`src/glue_pkg.sv`:
```
// Shared constants for the processor glue logic block
package glue_pkg;
    // Register offsets on the four decoded address lines
    localparam logic [3:0] OFS_OUT_PORT = 4'h0;
    localparam logic [3:0] OFS_IN_PORT = 4'h1;
    localparam logic [3:0] OFS_WD_KEY_A = 4'h2;
    localparam logic [3:0] OFS_WD_KEY_B = 4'h3;
    localparam logic [3:0] OFS_WD_STATUS = 4'h4;
    // Status register bit positions
    localparam int ST_ARMED_BIT = 0;
    localparam int ST_DISABLE_BIT = 1;
    localparam int ST_RESET_BIT = 2;
    // Reset values
    localparam logic [7:0] OUT_PORT_RESET = 8'h00;
    localparam logic [7:0] READ_IDLE = 8'h00;
    // Refresh key defaults
    localparam logic [7:0] WD_KEY_A_VALUE = 8'h55;
    localparam logic [7:0] WD_KEY_B_VALUE = 8'haa;
    // Timing: clock rate and watchdog times
    localparam int CLK_HZ = 20_000_000;
    localparam int WD_TIMEOUT_US = 100_000;
    localparam int WD_TIMEOUT_CYCLES = (WD_TIMEOUT_US / 1000) * (CLK_HZ / 1000);
    localparam int WD_PULSE_US = 10;
    localparam int WD_PULSE_CYCLES = WD_PULSE_US * (CLK_HZ / 1_000_000);
    // Peripheral decoder
    localparam int PERIPH_COUNT = 8;
    localparam int ADDR_WIDTH = 16;
    localparam logic [11:0] REG_WINDOW = 12'hfff;
    // Serial router
    localparam int SER_COUNT = 4;
    localparam int SER_SEL_WIDTH = 2;
endpackage : glue_pkg

```
`src/cpu_glue.sv`:
```
// Processor glue: register bank, I/O ports, watchdog, peripheral decode
`timescale 1ns/1ps
module cpu_glue #(
    parameter int WD_TIMEOUT = glue_pkg::WD_TIMEOUT_CYCLES,
    parameter int WD_PULSE = glue_pkg::WD_PULSE_CYCLES,
    parameter logic [7:0] KEY_A = glue_pkg::WD_KEY_A_VALUE,
    parameter logic [7:0] KEY_B = glue_pkg::WD_KEY_B_VALUE,
    parameter logic [11:0] WINDOW = glue_pkg::REG_WINDOW,
    parameter logic [glue_pkg::PERIPH_COUNT*glue_pkg::ADDR_WIDTH-1:0] RANGE_LO = {
        16'he000, 16'hc000, 16'ha000, 16'h8000, 16'h6000, 16'h4000, 16'h2000, 16'h0000},
    parameter logic [glue_pkg::PERIPH_COUNT*glue_pkg::ADDR_WIDTH-1:0] RANGE_HI = {
        16'hffef, 16'hdfff, 16'hbfff, 16'h9fff, 16'h7fff, 16'h5fff, 16'h3fff, 16'h1fff}
) (
    input wire logic clk,
    input wire logic reset,
    input wire logic chip_select,
    input wire logic [glue_pkg::ADDR_WIDTH-1:0] addr,
    input wire logic read_not_write,
    input wire logic [7:0] wdata,
    output logic [7:0] rdata,
    output logic rdata_oe,
    output logic [7:0] out_pins,
    input wire logic [7:0] in_pins,
    input wire logic wd_disable,
    output logic wd_reset,
    output logic [glue_pkg::PERIPH_COUNT-1:0] periph_sel,
    output logic [glue_pkg::PERIPH_COUNT-1:0] periph_rd,
    output logic [glue_pkg::PERIPH_COUNT-1:0] periph_wr,
    input wire logic [glue_pkg::SER_COUNT-1:0] ser_in,
    input wire logic [glue_pkg::SER_COUNT*glue_pkg::SER_SEL_WIDTH-1:0] ser_sel,
    output logic [glue_pkg::SER_COUNT-1:0] ser_out
);
    import glue_pkg::*;

    // Watchdog modes: counting, driving the reset pulse, or held off by the jumper.
    // Three states in two bits leave one code unused; it falls back to counting.
    typedef enum logic [1:0] {WD_RUN, WD_FIRE, WD_OFF} wd_state_e;

    // Address range test, shared by every decoder slot
    function automatic logic in_range(input logic [ADDR_WIDTH-1:0] a,
                                      input logic [ADDR_WIDTH-1:0] lo,
                                      input logic [ADDR_WIDTH-1:0] hi);
        in_range = (a >= lo) && (a <= hi);
    endfunction : in_range

    logic reg_hit;
    logic reg_wr;
    logic reg_rd;
    logic [3:0] reg_ofs;
    logic [7:0] next_rdata;
    logic next_rdata_oe;
    logic [7:0] next_out_pins;
    // Refresh progress: set by a good first key, used up by any second-key write
    logic armed;
    logic next_armed;
    logic restart;
    // Wide enough for a timeout of seconds at the system clock rate
    logic [31:0] wd_count;
    logic [31:0] next_wd_count;
    wd_state_e wd_state;
    wd_state_e next_wd_state;
    logic next_wd_reset;
    logic [PERIPH_COUNT-1:0] next_periph_sel;
    logic [PERIPH_COUNT-1:0] next_periph_rd;
    logic [PERIPH_COUNT-1:0] next_periph_wr;

    // Register window: chip select plus upper address, low four lines pick the register
    assign reg_hit = chip_select && (addr[ADDR_WIDTH-1:4] == WINDOW);
    assign reg_ofs = addr[3:0];
    assign reg_wr = reg_hit && !read_not_write;
    assign reg_rd = reg_hit && read_not_write;

    // Bus read mux and output latch
    // The drive enable follows each read request for exactly one cycle
    always_comb begin
        next_rdata = READ_IDLE;
        next_rdata_oe = reg_rd;
        next_out_pins = out_pins;
        if (reg_rd) begin
            unique case (reg_ofs)
                OFS_OUT_PORT: next_rdata = out_pins;
                OFS_IN_PORT: next_rdata = in_pins;
                // Status lets software see the jumper and whether a refresh is half done
                OFS_WD_STATUS: begin
                    next_rdata[ST_ARMED_BIT] = armed;
                    next_rdata[ST_DISABLE_BIT] = wd_disable;
                    next_rdata[ST_RESET_BIT] = wd_reset;
                end
                default: next_rdata = READ_IDLE; // Key registers are write only
            endcase
        end
        if (reg_wr && reg_ofs == OFS_OUT_PORT) begin
            next_out_pins = wdata;
        end
    end

    // Read data registered, so it appears the cycle after the request
    always_ff @(posedge clk) begin
        if (reset) begin
            rdata <= READ_IDLE;
            rdata_oe <= 1'b0;
            out_pins <= OUT_PORT_RESET;
        end else begin
            rdata <= next_rdata;
            rdata_oe <= next_rdata_oe;
            out_pins <= next_out_pins;
        end
    end

    // Refresh sequence: key A arms, key B while armed restarts; any bad write disarms.
    // Ordering the keys stops a single stray write from feeding the dog.
    always_comb begin
        next_armed = armed;
        restart = 1'b0;
        if (reg_wr && reg_ofs == OFS_WD_KEY_A) begin
            next_armed = (wdata == KEY_A);
        end else if (reg_wr && reg_ofs == OFS_WD_KEY_B) begin
            restart = armed && (wdata == KEY_B);
            next_armed = 1'b0;
        end
    end

    // Watchdog counter and reset pulse
    always_comb begin
        next_wd_state = wd_state;
        next_wd_count = wd_count + 32'h1;
        next_wd_reset = 1'b0;
        unique case (wd_state)
            WD_RUN: begin
                if (restart) begin
                    next_wd_count = '0;
                end else if (wd_count >= 32'(WD_TIMEOUT - 1)) begin
                    next_wd_state = WD_FIRE;
                    next_wd_count = '0;
                    next_wd_reset = 1'b1;
                end
            end
            WD_FIRE: begin
                next_wd_reset = 1'b1;
                if (wd_count >= 32'(WD_PULSE - 1)) begin
                    next_wd_state = WD_RUN;
                    next_wd_count = '0;
                    next_wd_reset = 1'b0;
                end
            end
            // Jumper just removed: start a full timeout from zero
            WD_OFF: begin
                next_wd_count = '0;
                next_wd_state = WD_RUN;
            end
            default: begin
                next_wd_count = '0;
                next_wd_state = WD_RUN;
            end
        endcase
        // Jumper wins over everything, even a pulse in progress, which is cut short;
        // a board strapped for debug must never see a reset from this block
        if (wd_disable) begin
            next_wd_state = WD_OFF;
            next_wd_count = '0;
            next_wd_reset = 1'b0;
        end
    end

    // Watchdog state registers; reset leaves the dog counting and unarmed
    // so a processor that never starts its software still gets reset
    always_ff @(posedge clk) begin
        if (reset) begin
            armed <= 1'b0;
            wd_state <= WD_RUN;
            wd_count <= '0;
            wd_reset <= 1'b0;
        end else begin
            armed <= next_armed;
            wd_state <= next_wd_state;
            wd_count <= next_wd_count;
            wd_reset <= next_wd_reset;
        end
    end

    // Peripheral decode; a register window hit masks every range, so the two never both answer
    always_comb begin
        for (int i = 0; i < PERIPH_COUNT; i++) begin
            next_periph_sel[i] = chip_select && !reg_hit && in_range(addr,
                RANGE_LO[i*ADDR_WIDTH +: ADDR_WIDTH], RANGE_HI[i*ADDR_WIDTH +: ADDR_WIDTH]);
            next_periph_rd[i] = next_periph_sel[i] && read_not_write;
            next_periph_wr[i] = next_periph_sel[i] && !read_not_write;
        end
    end

    // Decode registered so the control pins are glitch free;
    // the cost is one cycle of latency after the bus cycle starts
    always_ff @(posedge clk) begin
        if (reset) begin
            periph_sel <= '0;
            periph_rd <= '0;
            periph_wr <= '0;
        end else begin
            periph_sel <= next_periph_sel;
            periph_rd <= next_periph_rd;
            periph_wr <= next_periph_wr;
        end
    end

    // Serial crossbar, steered by the switch inputs
    serial_router u_router (
        .clk(clk),
        .reset(reset),
        .ser_in(ser_in),
        .ser_sel(ser_sel),
        .ser_out(ser_out)
    );
endmodule : cpu_glue

```
`src/serial_router.sv`:
```
// Switch steered crossbar for the four serial lines
`timescale 1ns/1ps
module serial_router (
    input wire logic clk,
    input wire logic reset,
    input wire logic [glue_pkg::SER_COUNT-1:0] ser_in,
    input wire logic [glue_pkg::SER_COUNT*glue_pkg::SER_SEL_WIDTH-1:0] ser_sel,
    output logic [glue_pkg::SER_COUNT-1:0] ser_out
);
    import glue_pkg::*;

    logic [SER_COUNT-1:0] next_ser_out;

    // Each output picks its own input from its own select pair
    always_comb begin
        for (int i = 0; i < SER_COUNT; i++) begin
            next_ser_out[i] = ser_in[ser_sel[i*SER_SEL_WIDTH +: SER_SEL_WIDTH]];
        end
    end

    // Registered so the pins change on the clock only; costs one cycle of delay
    always_ff @(posedge clk) begin
        if (reset) begin
            ser_out <= '0;
        end else begin
            ser_out <= next_ser_out;
        end
    end
endmodule : serial_router

```
`config.mk`:
```
export PLATFORM = sky130hd
export DESIGN_NAME = cpu_glue
export DESIGN_NICKNAME = d
export VERILOG_FILES = /design/src/glue_pkg.sv /design/src/cpu_glue.sv /design/src/serial_router.sv
export SDC_FILE = /design/constraint.sdc
export NUM_CORES = 1
export LEC_CHECK = 0
export ABC_AREA = 1
export BUFFER_PORTS_ARGS = -buffer_cell sky130_fd_sc_hd__buf_2
export CORE_MARGIN = 3
export CORE_UTILIZATION = 51
export DETAILED_ROUTE_END_ITERATION = 8
export GPL_ROUTABILITY_DRIVEN = 0
export PLACE_DENSITY_LB_ADDON = 0.12
export SYNTH_ARGS = -nofsm -noshare
export SYNTH_HDL_FRONTEND = slang
export SYNTH_SLANG_ARGS = --single-unit
```
`constraint.sdc`:
```
create_clock -name clk -period 1.9 [get_ports clk]
set_clock_uncertainty 0.1 [all_clocks]
set_input_delay 0.19 -clock clk [delete_from_list [all_inputs] [get_ports clk]]
set_output_delay 0.19 -clock clk [all_outputs]
set_load 0.05 [all_outputs]
```
==> reports/metrics.cfg <==
[global_route]
busiest_layer=met2
grt_use_met1_pct=25.1
use_met2_pct=38.0
track_usage_pct=22.0
overflow=0
grt_util_met3_pct=5.51
grt_pass1_wl_mm=13.0
grt_start_max_net_pins=17
grt_pass1_vias=2984
antenna_found_initial=0

[logic_synthesis]
synth_cell_types=34
synth-main-ff-cell=dfxtp_1
synth_seq_area_share_pct=49.0
async_flop_share_pct=0
yosys_warnings=0
syn-mean-instance-area_um2=8.02
netlist_area_mm2=0.00331
ys_seq_elements=81
synth_edf_count=0
syn_inst=413

[timing]
fmax_ghz=0.562
holdWs_ns=0.0120
drv_slew=0
hold_viol=0
min_period_ns=1.78
setup_viol=0
fin_crit_sh_pct=93.6

[clock_network]
htreeDepth=3
clock-sinks=81
numCtsBuffers=9
cts_tree=yes
cts-root-buf=clkbuf_8
clkTransAtPathRegs_ns=0.09
clockBufferDepth=2
clock_latency_ns=0.35

[worst_setup_path]
worstSetupEndpointType=flop
critPathMaxFanout=5
regToRegSetupSlack_ns=0.12
required_ns=2.05
worstSetupPathType=flop to flop
critPathLaunchType=flop
cp.arrival_ns=1.93

[placement]
dp.final_hpwl_mm=5.79
port_buffers=94
dp.cells=589

[floorplan]
start_util_pct=54.3
dieArea_mm2=0.00750
floorplan.rows=28
core_mm2=0.00610
io_pins=95
die_x_um=86.6
die_h_um=86.6

[power]
peakVddDrop_v=0.000510
p_per_area_mw_per_mm2=766
clock_power_share_pct=39.7
p_seq_share_pct=52.4
fin_total_pwr_mw=3.31
p_int_mw=2.45
p_comb_share_pct=7.8
p_sw_mw=0.855
power.leakage_nw=2.01
swShare_pct=25.9

[layout]
layoutNonFillerInstCount=620
num_antenna_cells=0
nets=590
syn2layout_area_growth_pct=30.3
drive_gt1_share_pct=30.5

[drt]
drt_iter0_markers=118
routed-via-count=3046
ant_nets=0
totalWireLength_mm=7.99
firstDrtPassIters=4
route.detailed.drc=0
avgViaCountPerCell=4.91
wl_per_cell_um=12.9

[run]
drv_cap=0

[worst_hold_path]
hold_class=input port to flop

[status]
status=finished, final reports clean

-- flip-flops by register name, summed over array words and instances (netlist names) --
register / count
armed: 1
out_pins: 8
periph_rd: 8
periph_sel: 8
periph_wr: 8
rdata: 8
rdata_oe: 1
u_router.ser_out: 4
wd_count: 32
wd_reset: 1
wd_state: 2
-- synth_stat cells (all sizes together) (5+ instances only) --
library cell  number  area [um^2]
dfxtp             81         1620
nor3              11         65.1
xnor2              5         43.8
a21oi             17         85.1
nor2             100          465
nand2             64          255
o21ai             15         75.1
buf                7         56.3
nand4              9         56.3
xor2              13          114
inv               50          188
nand3             21          130
-- layout make-up --
type	instances	area, um^2
repair buffers	113	688
flip-flops and latches	81	1620
fillers	502	1780
clock buffers	9	124
clock inverters	7	85.1
inverters	50	188
multi-input cells	285	1520
well taps	75	93.8
-- power by group through the flow --
stage | Combinational [mW] | Sequential, mW | Clock, mW
2_1_floorplan | 0.0878 | 1.82 | 0
3_3_place_gp | 0.227 | 1.77 | 0
3_5_place_dp | 0.233 | 1.77 | 0
4_1_cts | 0.254 | 1.73 | 1.33
5_1_grt | 0.285 | 1.74 | 1.42
6_report | 0.259 | 1.73 | 1.31
-- kinds of logic (layout without fill, tap and decap cells) --
group                    Yosys count  count (layout)  synth area share [%]
AO/OA/AOI/OAI                     40              40                  6.65
other                              1              11                 0.113
XOR/XNOR                          18              18                  4.76
adder cells (fa/ha/maj)            1               1                 0.378
buffers and inverters             57             179                  7.37
flip-flops                        81              81                  49.0
AND/OR/NAND/NOR                  215             215                  31.8
-- path summary, 6_finish.rpt --
kind / end / from / depth (start not counted)
setup / recovery: wd_count[9]$_SDFF_PP0_ / wd_count[0]$_SDFF_PP0_ / 13
hold / removal: out_pins[6]$_SDFFE_PP0P_ / wdata[6] / 3
setup reg to reg: wd_count[9]$_SDFF_PP0_ / wd_count[0]$_SDFF_PP0_ / 13
hold reg to reg: wd_count[0]$_SDFF_PP0_ / wd_count[0]$_SDFF_PP0_ / 1
-- per-layer routing --
| metal | share of wire, % | vias up | wire length [um] |
|---|---|---|---|
| li1 | - | 1552 | - |
| met1 | 42 | 1384 | 3320 |
| met2 | 51 | 93 | 4050 |
| met3 | 5.7 | 17 | 452 |
| met4 | 2.1 | 0 | 167 |
| met5 | 0 | - | 0 |
-- through the flow --
stage               util (%)  TNS, ns  setup slack (ns)  cell area, um^2
floorplan                  -        0             0.251             3350
global route            70.8  -0.0147          -0.00363             4320
global placement        64.2        0             0.130             3910
detailed placement      64.2        0            0.0840             3910
finish                  70.8        0             0.121             4320
CTS                     69.7        0            0.0710             4250
-- placed cells by master (no fill, tap or decap), types with 2 or more instances in the layout --
master,netlist,routed
a21oi_1,17,17
and3_1,2,2
buf_12,0,2
buf_2,3,94
buf_4,1,3
clkbuf_8,0,9
clkinv_4,0,3
conb_1,1,11
dfxtp_1,81,80
dlygate4sd3_1,0,13
inv_1,47,47
inv_2,3,3
inv_6,0,2
nand2_1,58,58
nand2_2,6,5
nand3_1,16,16
nand3_2,5,5
nand4_1,9,9
nor2_1,72,71
nor2_2,24,25
nor2_4,4,4
nor3_1,9,8
nor3_2,2,2
nor4_1,2,2
o211ai_1,4,4
o21ai_0,15,15
o22ai_1,2,2
xnor2_1,5,5
xor2_1,13,13
-- critical path: stages (launching register included) --
cell	delay, ns
dfxtp_2	0.38
ha_4	0.16
nand3_2	0.12
nor2_4	0.15
nand2_1	0.05
nand2_1	0.05
nand2_1	0.04
nand2_1	0.07
nand2_1	0.08
nand3_2	0.08
nand2_2	0.07
nand2_4	0.13
clkbuf_16	0.16
nor2_2	0.03
-- timing repair --
| action | CTS | global route |
|---|---|---|
| hold endpoints to repair | 13 | 0 |
| gates resized for setup | 0 | 7 |
| setup buffers | 0 | 1 |
| setup endpoints to repair | 0 | 21 |
| hold buffers | 13 | 0 |
Power figures use the tool's default switching activity.
